==> src/verilog/tswd_regs.svh <==
// Register map, field positions, reset values and timing counts of the watchdog unit.
// Assumes inclusion by bare name from the package and the design module.
`ifndef TSWD_REGS_SVH
`define TSWD_REGS_SVH

// Memory window offsets
`define TSWD_OFF_PRELOAD1     8'h00
`define TSWD_OFF_PRELOAD2     8'h04
`define TSWD_OFF_INT_STATUS   8'h08
`define TSWD_OFF_RELOAD       8'h0C
// Configuration space offsets
`define TSWD_CFG_BASE_ADDR    8'h10
`define TSWD_CFG_CONFIG       8'h60
`define TSWD_CFG_LOCK         8'h68
// Pin block offsets
`define TSWD_PIN_DIRECTION    8'h04
`define TSWD_PIN_LEVEL        8'h0C
`define TSWD_PIN_BLINK        8'h18
`define TSWD_PIN_USE          8'h30

// Unlock key values and reload bit
`define TSWD_KEY_FIRST        32'h0000_0080
`define TSWD_KEY_SECOND       32'h0000_0086
`define TSWD_RELOAD_BIT       8
// Field positions
`define TSWD_PRELOAD_W        20
`define TSWD_CNT_W            35
`define TSWD_CFG_TOUT_DIS     5
`define TSWD_CFG_PRESCALE     2
`define TSWD_LOCK_ENABLE      1
`define TSWD_LOCK_FREEZE      0
`define TSWD_GATE_BIT         24
`define TSWD_LED_BIT          25
`define TSWD_USE_BIT          0
// Interrupt type encodings
`define TSWD_IRQ_TYPE_IRQ     2'h0
`define TSWD_IRQ_TYPE_OFF     2'h3

// Reset values
`define TSWD_RST_CONFIG       16'h0000
`define TSWD_RST_LOCK         8'h00
`define TSWD_RST_PIN_REG      32'h0000_0000
`define TSWD_RST_DIR_REG      32'hFFFF_FFFF
`define TSWD_RST_PIN_LEVEL    32'hFFFF_FFFF

// Time base: clock 100 ns period
`define TSWD_CLK_PERIOD_NS    100
`define TSWD_TICK_US_NS       1000
`define TSWD_TICK_MS_NS       1000000
`define TSWD_BLINK_HALF_NS    500000000
`define TSWD_US_CYCLES        (`TSWD_TICK_US_NS / `TSWD_CLK_PERIOD_NS)
`define TSWD_MS_CYCLES        (`TSWD_TICK_MS_NS / `TSWD_CLK_PERIOD_NS)
`define TSWD_BLINK_CYCLES     (`TSWD_BLINK_HALF_NS / `TSWD_CLK_PERIOD_NS)

`endif

==> src/verilog/tswd_pkg.sv <==
// Types shared by the watchdog unit and its bench.
// Assumes tswd_regs.svh is on the include path.
`include "tswd_regs.svh"

package tswd_pkg;

	// Stage of the down-counter
	typedef enum logic [1:0] {
		TSWD_IDLE,
		TSWD_STAGE1,
		TSWD_STAGE2,
		TSWD_EXPIRED
	} tswd_stage_e;

	// Unlock tracker
	typedef enum logic [1:0] {
		TSWD_LOCKED,
		TSWD_KEY1_SEEN,
		TSWD_OPEN
	} tswd_unlock_e;

	// One register access of any space
	typedef struct packed {
		logic        wr;    // Write strobe, one cycle
		logic        rd;    // Read strobe, one cycle
		logic [7:0]  addr;  // Byte offset within its space
		logic [31:0] wdata; // Write data
	} tswd_access_s;

endpackage : tswd_pkg

==> src/verilog/tswd_watchdog_unit.sv <==
// Two-stage watchdog unit: configuration space, memory window and pin block.
// Assumes one 10 MHz clock, synchronous strobes, one access per space per cycle.
//
// Notes on behaviour
// - 35-bit down-counter starts from first preload
// - First expiry flags interrupt, loads second preload
// - Second expiry drives timeout low until reset
// - Preloads at 00H/04H, twenty writable bits
// - Preload write needs 80H then 86H first
// - Status bit 0 set at first expiry
// - Unlock then bit 8 write reloads counter
// - Config bit 5 disables timeout output
// - Config bit 2 picks microsecond or millisecond
// - Config bits 1:0 pick interrupt type
// - IRQ is active-low level request
// - Lock bit 1 enables, clearing stops timer
// - Lock bit 0 freezes register until reset
// - Pin-use bit 0 selects timeout or general
// - Low reset gate lets timeout reset system
// - Indicator follows level bit 24 when output
// - Blink bit toggles indicator each half second
`include "tswd_regs.svh"

module tswd_watchdog_unit
	import tswd_pkg::*;
#(
	parameter int unsigned MS_CYCLES    = `TSWD_MS_CYCLES,    // Cycles per millisecond tick
	parameter int unsigned BLINK_CYCLES = `TSWD_BLINK_CYCLES  // Cycles per blink phase
) (
	input  wire logic        clk_in,                 // 10 MHz clock
	input  wire logic        rst_b_in,               // Hard reset, synchronous, low
	input  wire tswd_access_s cfg_acc_in,            // Configuration space access
	input  wire tswd_access_s win_acc_in,            // Memory window access
	input  wire tswd_access_s pin_acc_in,            // Pin block access
	input  wire logic        shared_general_pin_in,  // General level on shared pin
	output logic [31:0]      cfg_rdata_out,          // Config read data
	output logic [31:0]      win_rdata_out,          // Window read data
	output logic [31:0]      pin_rdata_out,          // Pin block read data
	output logic             irq_n_out,              // Interrupt request, active low
	output logic             management_interrupt_out, // Reserved path, held low
	output logic             timeout_out_n,          // Watchdog timeout, active low
	output logic             shared_general_pin_out, // Shared pin output level
	output logic             shared_general_pin_oe_out, // Shared pin drive enable
	output logic             reset_gate_output,      // Reset-circuit gate level
	output logic             indicator_output        // LED drive, low lights
);

	// ----------------------------------------------------------------
	// Storage
	// ----------------------------------------------------------------
	logic [`TSWD_CNT_W-1:0]     count_q;      // Main down-counter
	logic [`TSWD_PRELOAD_W-1:0] preload1_q;   // First stage load
	logic [`TSWD_PRELOAD_W-1:0] preload2_q;   // Second stage load
	logic                       status_q;     // First-stage interrupt pending
	logic                       expired_q;    // Second expiry seen
	tswd_stage_e                stage_q;      // Counter stage
	tswd_unlock_e               unlock_q;     // Unlock tracker
	logic [15:0]                config_q;     // Configuration register
	logic [7:0]                 lock_q;       // Enable and freeze bits
	logic [31:0]                base_q;       // Window base address
	logic [31:0]                dir_q;        // Pin direction, 0 = output
	logic [31:0]                level_q;      // Pin output levels
	logic [31:0]                blink_q;      // Pin blink enables
	logic [31:0]                use_q;        // Pin function select
	logic [19:0]                pre_q;        // Prescaler counter
	logic [22:0]                blink_cnt_q;  // Blink phase counter
	logic                       blink_ph_q;   // Blink phase level

	logic enabled;     // Timer running
	logic tick;        // One time-base step
	logic win_wr;      // Window write strobe
	logic key_ok;      // Unlock pair complete
	logic reload_req;  // Valid reload command
	logic [19:0] tick_cycles; // Selected prescale length

	assign enabled = lock_q[`TSWD_LOCK_ENABLE];
	assign win_wr  = win_acc_in.wr;
	assign key_ok  = (unlock_q == TSWD_OPEN);
	// A reload only counts right after the full pair
	assign reload_req = win_wr && key_ok && (win_acc_in.addr == `TSWD_OFF_RELOAD)
		&& win_acc_in.wdata[`TSWD_RELOAD_BIT];

	// Prescaler length by base selection
	assign tick_cycles = config_q[`TSWD_CFG_PRESCALE] ? 20'(`TSWD_US_CYCLES)
		: 20'(MS_CYCLES);
	assign tick = enabled && (pre_q == tick_cycles - 20'h1);

	// ----------------------------------------------------------------
	// Prescaler
	// ----------------------------------------------------------------
	// Restarts on reload so each service gives a full period
	// Counts only while enabled; disabling clears it
	always_ff @(posedge clk_in) begin
		if (!rst_b_in || !enabled || reload_req || tick) begin
			pre_q <= 20'h0;
		end else begin
			pre_q <= pre_q + 20'h1;
		end
	end

	// ----------------------------------------------------------------
	// Unlock tracking
	// ----------------------------------------------------------------
	// Any other write breaks the sequence, so keys never linger
	always_ff @(posedge clk_in) begin
		if (!rst_b_in) begin
			unlock_q <= TSWD_LOCKED;
		end else if (win_wr) begin
			if (win_acc_in.addr == `TSWD_OFF_RELOAD
				&& win_acc_in.wdata == `TSWD_KEY_FIRST) begin
				unlock_q <= TSWD_KEY1_SEEN;
			end else if (unlock_q == TSWD_KEY1_SEEN && win_acc_in.addr == `TSWD_OFF_RELOAD
				&& win_acc_in.wdata == `TSWD_KEY_SECOND) begin
				unlock_q <= TSWD_OPEN;
			end else begin
				unlock_q <= TSWD_LOCKED;
			end
		end
	end

	// ----------------------------------------------------------------
	// Preload registers
	// ----------------------------------------------------------------
	// Only the write right after the key pair lands
	always_ff @(posedge clk_in) begin
		if (!rst_b_in) begin
			preload1_q <= '0;
			preload2_q <= '0;
		end else if (win_wr && key_ok) begin
			// Upper bits are dropped, only twenty bits store
			if (win_acc_in.addr == `TSWD_OFF_PRELOAD1) begin
				preload1_q <= win_acc_in.wdata[`TSWD_PRELOAD_W-1:0];
			end
			if (win_acc_in.addr == `TSWD_OFF_PRELOAD2) begin
				preload2_q <= win_acc_in.wdata[`TSWD_PRELOAD_W-1:0];
			end
		end
	end

	// ----------------------------------------------------------------
	// Stage machine and down-counter
	// ----------------------------------------------------------------
	// Reload beats an expiry tick that lands in the same cycle
	always_ff @(posedge clk_in) begin
		if (!rst_b_in) begin
			stage_q <= TSWD_IDLE;
			count_q <= '0;
		end else if (!enabled) begin
			// Disabling stops and rearms from the first stage
			stage_q <= TSWD_IDLE;
		end else begin
			case (stage_q)
				// Entering the first stage from rest
				TSWD_IDLE: begin
					stage_q <= TSWD_STAGE1;
					count_q <= `TSWD_CNT_W'(preload1_q);
				end
				TSWD_STAGE1, TSWD_STAGE2: begin
					if (reload_req) begin
						stage_q <= TSWD_STAGE1;
						count_q <= `TSWD_CNT_W'(preload1_q);
					end else if (tick && count_q == '0) begin
						if (stage_q == TSWD_STAGE1) begin
							stage_q <= TSWD_STAGE2;
							count_q <= `TSWD_CNT_W'(preload2_q);
						end else begin
							stage_q <= TSWD_EXPIRED;
						end
					end else if (tick) begin
						count_q <= count_q - `TSWD_CNT_W'(1);
					end
				end
				TSWD_EXPIRED: begin
					stage_q <= TSWD_EXPIRED; // Held until reset or disable
				end
				default: begin
					// Unused code, fall back to rest
					stage_q <= TSWD_IDLE;
				end
			endcase
		end
	end

	// ----------------------------------------------------------------
	// First-stage status and timeout latch
	// ----------------------------------------------------------------
	// Status clears only by reset; no clear path is given
	always_ff @(posedge clk_in) begin
		if (!rst_b_in) begin
			status_q  <= 1'b0;
			expired_q <= 1'b0;
		end else begin
			// Expiry during a reload is dropped, the reload wins
			if (enabled && stage_q == TSWD_STAGE1 && tick && count_q == '0 && !reload_req) begin
				status_q <= 1'b1;
			end
			if (enabled && stage_q == TSWD_STAGE2 && tick && count_q == '0 && !reload_req) begin
				expired_q <= 1'b1;
			end
		end
	end

	// ----------------------------------------------------------------
	// Configuration space
	// ----------------------------------------------------------------
	// Plain writes; the lock register guards itself once frozen
	always_ff @(posedge clk_in) begin
		if (!rst_b_in) begin
			config_q <= `TSWD_RST_CONFIG;
			lock_q   <= `TSWD_RST_LOCK; // Unlocked by default
			base_q   <= `TSWD_RST_PIN_REG;
		end else if (cfg_acc_in.wr) begin
			case (cfg_acc_in.addr)
				`TSWD_CFG_CONFIG:    config_q <= cfg_acc_in.wdata[15:0];
				`TSWD_CFG_BASE_ADDR: base_q   <= cfg_acc_in.wdata;
				`TSWD_CFG_LOCK: begin
					// Frozen contents hold until hard reset
					if (!lock_q[`TSWD_LOCK_FREEZE]) begin
						lock_q <= cfg_acc_in.wdata[7:0];
					end
				end
				default: ;
			endcase
		end
	end

	// ----------------------------------------------------------------
	// Pin block registers
	// ----------------------------------------------------------------
	// Direction and level reset high so pins idle inactive
	always_ff @(posedge clk_in) begin
		if (!rst_b_in) begin
			dir_q   <= `TSWD_RST_DIR_REG;
			level_q <= `TSWD_RST_PIN_LEVEL;
			blink_q <= `TSWD_RST_PIN_REG;
			use_q   <= `TSWD_RST_PIN_REG;
		end else if (pin_acc_in.wr) begin
			case (pin_acc_in.addr)
				`TSWD_PIN_DIRECTION: dir_q   <= pin_acc_in.wdata;
				`TSWD_PIN_LEVEL:     level_q <= pin_acc_in.wdata;
				`TSWD_PIN_BLINK:     blink_q <= pin_acc_in.wdata;
				`TSWD_PIN_USE:       use_q   <= pin_acc_in.wdata;
				default: ;
			endcase
		end
	end

	// ----------------------------------------------------------------
	// Blink generator
	// ----------------------------------------------------------------
	// Free-running; the enable only picks the phase, so a
	// newly enabled blink may start mid-phase
	always_ff @(posedge clk_in) begin
		if (!rst_b_in || blink_cnt_q == 23'(BLINK_CYCLES - 1)) begin
			blink_cnt_q <= 23'h0;
		end else begin
			blink_cnt_q <= blink_cnt_q + 23'h1;
		end
		if (!rst_b_in) begin
			blink_ph_q <= 1'b0;
		end else if (blink_cnt_q == 23'(BLINK_CYCLES - 1)) begin
			blink_ph_q <= !blink_ph_q;
		end
	end

	// ----------------------------------------------------------------
	// Registered outputs
	// ----------------------------------------------------------------
	// Every pin comes from a flop, so pins trail state by a cycle
	always_ff @(posedge clk_in) begin
		if (!rst_b_in) begin
			irq_n_out                 <= 1'b1;
			management_interrupt_out  <= 1'b0;
			timeout_out_n             <= 1'b1;
			shared_general_pin_out    <= 1'b1;
			shared_general_pin_oe_out <= 1'b0;
			reset_gate_output         <= 1'b1;
			indicator_output          <= 1'b1;
		end else begin
			// Level request while pending and type is IRQ
			irq_n_out <= !(status_q
				&& config_q[1:0] == `TSWD_IRQ_TYPE_IRQ);
			// Management path unsupported, never asserted
			management_interrupt_out <= 1'b0;
			// Timeout pin only in watchdog function and when allowed
			timeout_out_n <= !(expired_q && !config_q[`TSWD_CFG_TOUT_DIS]
				&& !use_q[`TSWD_USE_BIT]);
			shared_general_pin_out <= use_q[`TSWD_USE_BIT] ? level_q[0]
				: !(expired_q && !config_q[`TSWD_CFG_TOUT_DIS]);
			shared_general_pin_oe_out <= 1'b1;
			// Gate stays high (no reset) while not an output
			reset_gate_output <= dir_q[`TSWD_GATE_BIT] ? 1'b1
				: level_q[`TSWD_GATE_BIT];
			// Indicator: dark unless output; blink overrides level
			if (dir_q[`TSWD_LED_BIT]) begin
				indicator_output <= 1'b1;
			end else if (blink_q[`TSWD_LED_BIT]) begin
				indicator_output <= blink_ph_q;
			end else begin
				indicator_output <= level_q[`TSWD_GATE_BIT];
			end
		end
	end

	// ----------------------------------------------------------------
	// Read data, one cycle after the address
	// ----------------------------------------------------------------
	// Address is decoded every cycle; no read strobe is needed
	always_ff @(posedge clk_in) begin
		if (!rst_b_in) begin
			cfg_rdata_out <= 32'h0;
			win_rdata_out <= 32'h0;
			pin_rdata_out <= 32'h0;
		end else begin
			case (cfg_acc_in.addr)
				`TSWD_CFG_CONFIG:    cfg_rdata_out <= {16'h0, config_q};
				`TSWD_CFG_LOCK:      cfg_rdata_out <= {24'h0, lock_q};
				`TSWD_CFG_BASE_ADDR: cfg_rdata_out <= base_q;
				default:             cfg_rdata_out <= 32'h0;
			endcase
			// Reload register is write-only and reads zero
			case (win_acc_in.addr)
				`TSWD_OFF_PRELOAD1:   win_rdata_out <= 32'(preload1_q);
				`TSWD_OFF_PRELOAD2:   win_rdata_out <= 32'(preload2_q);
				`TSWD_OFF_INT_STATUS: win_rdata_out <= {31'h0, status_q};
				default:              win_rdata_out <= 32'h0;
			endcase
			case (pin_acc_in.addr)
				`TSWD_PIN_DIRECTION: pin_rdata_out <= dir_q;
				`TSWD_PIN_LEVEL:     pin_rdata_out <= level_q;
				`TSWD_PIN_BLINK:     pin_rdata_out <= blink_q;
				// Shared pin level reads back only in general use
				`TSWD_PIN_USE:       pin_rdata_out <= {use_q[31:1],
					use_q[0] ? shared_general_pin_in : 1'b0};
				default:             pin_rdata_out <= 32'h0;
			endcase
		end
	end

endmodule // tswd_watchdog_unit

==> config.mk <==
export PLATFORM = sky130hd
export DESIGN_NAME = tswd_watchdog_unit
export DESIGN_NICKNAME = d
export VERILOG_FILES = /design/src/verilog/tswd_pkg.sv /design/src/verilog/tswd_watchdog_unit.sv
export VERILOG_INCLUDE_DIRS = /design/src /design/src/verilog
export SDC_FILE = /design/constraint.sdc
export NUM_CORES = 1
export LEC_CHECK = 0
export ABC_AREA = 1
export BUFFER_PORTS_ARGS = -buffer_cell sky130_fd_sc_hd__buf_4
export CAP_MARGIN = 0
export CELL_PAD_IN_SITES_DETAIL_PLACEMENT = 0
export CELL_PAD_IN_SITES_GLOBAL_PLACEMENT = 1
export CORE_UTILIZATION = 43
export CTS_BUF_LIST = sky130_fd_sc_hd__clkbuf_8
export DETAILED_ROUTE_END_ITERATION = 10
export GPL_TIMING_DRIVEN = 0
export PLACE_DENSITY_LB_ADDON = 0.12
export SETUP_SLACK_MARGIN = 0.02
export SYNTH_ARGS = -nofsm -noshare
export SYNTH_HDL_FRONTEND = slang
export SYNTH_SLANG_ARGS = --single-unit
export TNS_END_PERCENT = 20
==> constraint.sdc <==
create_clock -name clk_in -period 2.7 [get_ports clk_in]
set_input_delay 0.54 -clock clk_in [delete_from_list [all_inputs] [get_ports clk_in]]
set_output_delay 0.54 -clock clk_in [all_outputs]
set_load 0.005 [all_outputs]
# Word level (Yosys, flattened, before mapping)
# Index checks and enable logic that the tools add are counted.
[word_totals]
reg_bits = 411
inputBits = 129
word_cells = 127
[classes]
add_sub_neg = 4
n_eq_ne = 22
mux = 20
bitwise_logic = 2
reduce_logical = 52
[op_table]
columns = ["op", "n"]
rows = [
  ["$mux W35", 4],
  ["$pmux W32 S4", 1],
  ["$pmux W32 S3", 1],
  ["$pmux W35 S2", 1],
  ["$eq A32 B8 Y1 const B", 2],
  ["$pmux W20 S3", 1],
  ["$logic_not A35 Y1", 1],
  ["$sub A35 B1 Y35 const B", 1],
  ["$eq A8 B4 Y1 const B", 3],
  ["$add A23 B1 Y23 const B", 1],
  ["$eq A23 B23 Y1 const B", 1],
  ["$add A20 B1 Y20 const B", 1],
  ["$eq A20 B20 Y1", 1],
  ["$reduce_and A2 Y1", 10],
  ["$logic_and A1 B1 Y1", 19],
  ["$eq A8 B3 Y1 const B", 2],
  ["$eq A8 B5 Y1 const B", 2],
  ["$eq A8 B7 Y1 const B", 2],
  ["$sub A14 B1 Y15 const B", 1],
  ["$mux W14", 1],
  ["$logic_not A1 Y1", 9],
  ["$eq A8 B6 Y1 const B", 1],
  ["$logic_not A8 Y1", 1],
  ["$mux W2", 4],
  ["other kinds (13)", 29],
]

# Longest topological paths before layout
[depth]
word_depth = 8
ltp_mapped = 14

# Worst setup path after synthesis
# OpenSTA, ideal clock, no wires.
[synth_path]
kind = "register -> register"
startpoint = "reg stage_q[0]"
endpoint = "reg count_q[23]"
setup_ps = 110
t_arrival_ps = 1951
slack_ps = 640
path_stages_with_launch = 13
path_buffers = 2
period_less_slack_ps = 2060
path_cell_list = "dfxtp_1 -> inv_1 -> ha_1 -> clkbuf_1 -> a21boi_2 -> a21oi_4 -> nand2_4 -> inv_2 -> buf_6 -> nand2_1 -> nand2_1 -> inv_1 -> nor2_2"
[synth_via]
elab_chain_cells = 4
word_cells_on_any_way = 9
[synth_lines]
columns = ["item", "line_no", "source"]
rows = [
  ["start: declaration", "tswd_watchdog_unit.sv:56", "tswd_stage_e stage_q;"],
  ["start signal: assignment", "tswd_watchdog_unit.sv:146", "stage_q <= TSWD_IDLE;"],
  ["start signal: assignment", "tswd_watchdog_unit.sv:150", "stage_q <= TSWD_IDLE;"],
  ["start signal: assignment", "tswd_watchdog_unit.sv:155", "stage_q <= TSWD_STAGE1;"],
  ["$eq A2 B1 Y1 or $eq A2 B2 Y1 (tied branches)", "tswd_watchdog_unit.sv:152, tswd_watchdog_unit.sv:163", ""],
  ["$reduce_or A2 Y1", "tswd_watchdog_unit.sv:152", "case (stage_q)"],
  ["$ne A4 B4 Y1 (no source line) or $reduce_bool A2 Y1 (tied branches)", "n/a", ""],
  ["$reduce_and A4 Y1 (no source line)", "n/a", ""],
  ["end signal: assignment", "tswd_watchdog_unit.sv:156", "count_q <= `TSWD_CNT_W'(preload1_q);"],
  ["end signal: assignment", "tswd_watchdog_unit.sv:161", "count_q <= `TSWD_CNT_W'(preload1_q);"],
  ["end signal: assignment", "tswd_watchdog_unit.sv:165", "count_q <= `TSWD_CNT_W'(preload2_q);"],
  ["end: declaration", "tswd_watchdog_unit.sv:51", "logic [`TSWD_CNT_W-1:0] count_q;"],
]
# Several ways; a longest one is shown, not always the timed one.
# A chain may end at the register's enable or synchronous reset.

# Final worst setup path
[layout_path]
startpoint = "reg stage_q[0]"
endpoint = "reg count_q[12]"
# The elaborated chain is that of the path after synthesis.

==> results.cfg <==
[timing]
hold_ws_ps = 96.99
finalHoldViolCount = 0
slew_violations = 0
setup_tns_ps = 0
fmax_ghz = 0.4063
setup_viol = 0
period_share = 0.9115
relSlewSlack = 0.3971
fin_skew_ps = 33.72
period_minus_slack_ps = 2461
rsz0062_at_grt = false
layout_setup_ws_ps = 239.0
worst_slew_pin_slew_ps = 904.3

[power]
leakagePower_nw = 8.590
power_mw = 11.70
switching_power_mw = 2.774
cellInternalPower_mw = 8.928
p_sw_frac = 0.2371
vdd_drop_max_mv = 0.4618
power_frac_comb = 0.041
p_per_area_nw_per_um2 = 580.8
clkPwrFrac = 0.453
p_seq_frac = 0.505

[place]
dpl_worst_slack_ps = -8.860
numPortBuffers = 215
dpl_cell_area_um2 = 18830
dpl.cell_count = 2957
place.gp.congestion = 0.8604
post-dp-hpwl_um = 36500

[floorplan]
pin_count = 232
coreArea_um2 = 37760
dieArea_um2 = 39230
num_rows = 71
die_h_um = 198.1
die_w_um = 198.1
start_util = 0.4378

[route]
drc = 0
viasPerCell = 5.159
drtIter0Drc = 899
antenna_left = 0
drt-pass1-iter-count = 5
routedWlPerCell_um = 16.49
routed_wl_um = 50690
vias = 15853

[clocking]
clock_path_buffers = 3
holdBufCountCts = 0
cts_tree = done
cts_setup_buffers = 0
cts_sinks = 399
worstSkewPairLatency_ps = 620
cts_root_buffer = clkbuf_8
htree_num_levels = 3
clkTransAtPathRegs_ps = 70
cts_buffers = 69

[layout]
final_area_um2 = 20150
diodes = 0
areaGrowthSynthToFinish_pct = 21.88
fillCellCount = 3775
drive_gt1_frac = 0.1417
fin_cells = 3073
nets = 2654
final_core_utilization = 0.5337

[global_routing]
track_usage = 0.2613
grt_max_degree = 11
grt_pass1_vias = 15059
grt_pass1_wl_um = 80410
grt_overflow = 0
antenna_found_initial = 0

[worst_setup_path]
r2r_end = count_q[12]$_SDFFE_PN0P_
ff2ff_setup_slack_ps = 240
cp-start-kind = register
setup.worst_path.start = stage_q[0]$_SDFFE_PN0P_
cp.arrival_ps = 3000
endpoint_kind = register
reg2reg_depth = 8
reg2reg_from = stage_q[0]$_SDFFE_PN0P_
critPathRequiredTime_ps = 3240
critPathMaxFanout = 10
critPathKind = reg -> reg

[yosys]
synth_top_area_cell = dfxtp_1
ys_ff_latch = 399
yosysWarnings = 0
syn_inst = 2219
yosysSeqAreaShare = 0.4832
synthTopCellsByArea = dfxtp_1 48%, nand2_1 8.9%, nor2_1 7.3%
synth_most_common_cell = dfxtp_1
ys_types = 51
synth.cells.most_frequent = 399 x dfxtp_1, 390 x nand2_1, 323 x nor2_1
avgSynthCellArea_um2 = 7.450
synth_top_area_share = 0.4832
synth-main-ff-cell = dfxtp_1
synth_area_um2 = 16530
synth_enable_flop_cells = 0
postSynth.asyncResetShare = 0

[worst_hold_path]
hp-class = in -> reg
hold_end = shared_general_pin_oe_out$_DFF_P_
hold_path_depth = 1
hold_start = rst_b_in

[flow_run]
max_cap_violations = 0

[status]
status = completed
==> state kept, by name (all words and copies together) (netlist names), 2 cells and up <==
name and count:
count_q 35, base_q 32, blink_q 32, cfg_rdata_out 32
dir_q 32, level_q 32, pin_rdata_out 32, use_q 32
blink_cnt_q 23, pre_q 20, preload1_q 20, preload2_q 20
win_rdata_out 20, config_q 16, lock_q 8, stage_q 2
unlock_q 2
==> power by group through the flow <==
stage | clock network, mW | logic [mW] | registers [mW]
final | 5.30 | 0.485 | 5.91
after global routing | 5.70 | 0.532 | 5.91
after CTS | 5.42 | 0.484 | 5.91
after detailed placement | 0 | 0.483 | 6.04
after global placement | 0 | 0.479 | 6.04
after floorplan | 0 | 0.204 | 6.04
==> cell families after synthesis <==
kind of cell | Yosys count | synth area share
compound gates | 446 | 0.1543
xor+xnor | 22 | 0.01166
fa+ha+maj | 9 | 0.006812
buf+inv | 363 | 0.08787
flops | 399 | 0.4832
other cells | 1 | 0.0002268
simple gates | 979 | 0.2560
==> layout by cell type, fill, tap and decap left out, drive strengths merged <==
cell type,count
clkbuf,186
ha,9
nand4,41
nor2,332
and2,1
nor4,13
nand3,140
nand2,395
o22ai,31
o211ai,10
o221ai,3
nor3,39
o31ai,1
a22oi,10
o21a,3
xor2,17
dfxtp,399
nand3b,3
o311ai,1
inv,261
a211oi,20
o31a,1
and3,1
a21boi,1
a21oi,157
nor3b,8
a221oi,32
or4,1
a31oi,2
xnor2,5
o21bai,4
buf,242
o21ai,170
clkinv,4
or2,5
clkinvlp,1
conb,13
==> worst max-delay path by stage <==
stage	end	slack, ps
after detailed placement	count_q[13]$_SDFFE_PN0P_	-9
after floorplan	count_q[23]$_SDFFE_PN0P_	640
after global placement	count_q[13]$_SDFFE_PN0P_	10
after global routing	count_q[13]$_SDFFE_PN0P_	50
final	count_q[12]$_SDFFE_PN0P_	240
after CTS	count_q[18]$_SDFFE_PN0P_	80
==> worst max-delay path: stages, from the launching register on <==
cell and delay (ps):
dfxtp_1 410, inv_1 110, ha_1 560, a21boi_4 390, clkbuf_1 490, nand3_1 170, nand3_1 120, nor2_1 40
nor2_1 90
==> final cells by class <==
class,count,area [µm²],area share
plain buffers,128,570.5,0.02832
flip-flops and latches,399,7988,0.3964
repair buffers,215,1614,0.08011
inverters,234,878.3,0.04359
multi-input cells,1469,7148,0.3548
clock inverters,32,140.1,0.006955
clock buffers,85,1170,0.05806
well taps,511,639.4,0.03173
==> layer usage <==
| layer | GRT usage | routed length (µm) |
|---|---|---|
| met5 | 0 | 0 |
| met4 | 0.08211 | 1136 |
| met3 | 0.05280 | 2941 |
| met2 | 0.4343 | 24390 |
| met1 | 0.3389 | 22220 |
==> what timing repair did <==
item,in CTS,in global routing
pin swaps,0,0
resized for setup,1,1
setup endpoints to repair,3,25
Note: power is estimated with default switching activity, not from simulation.
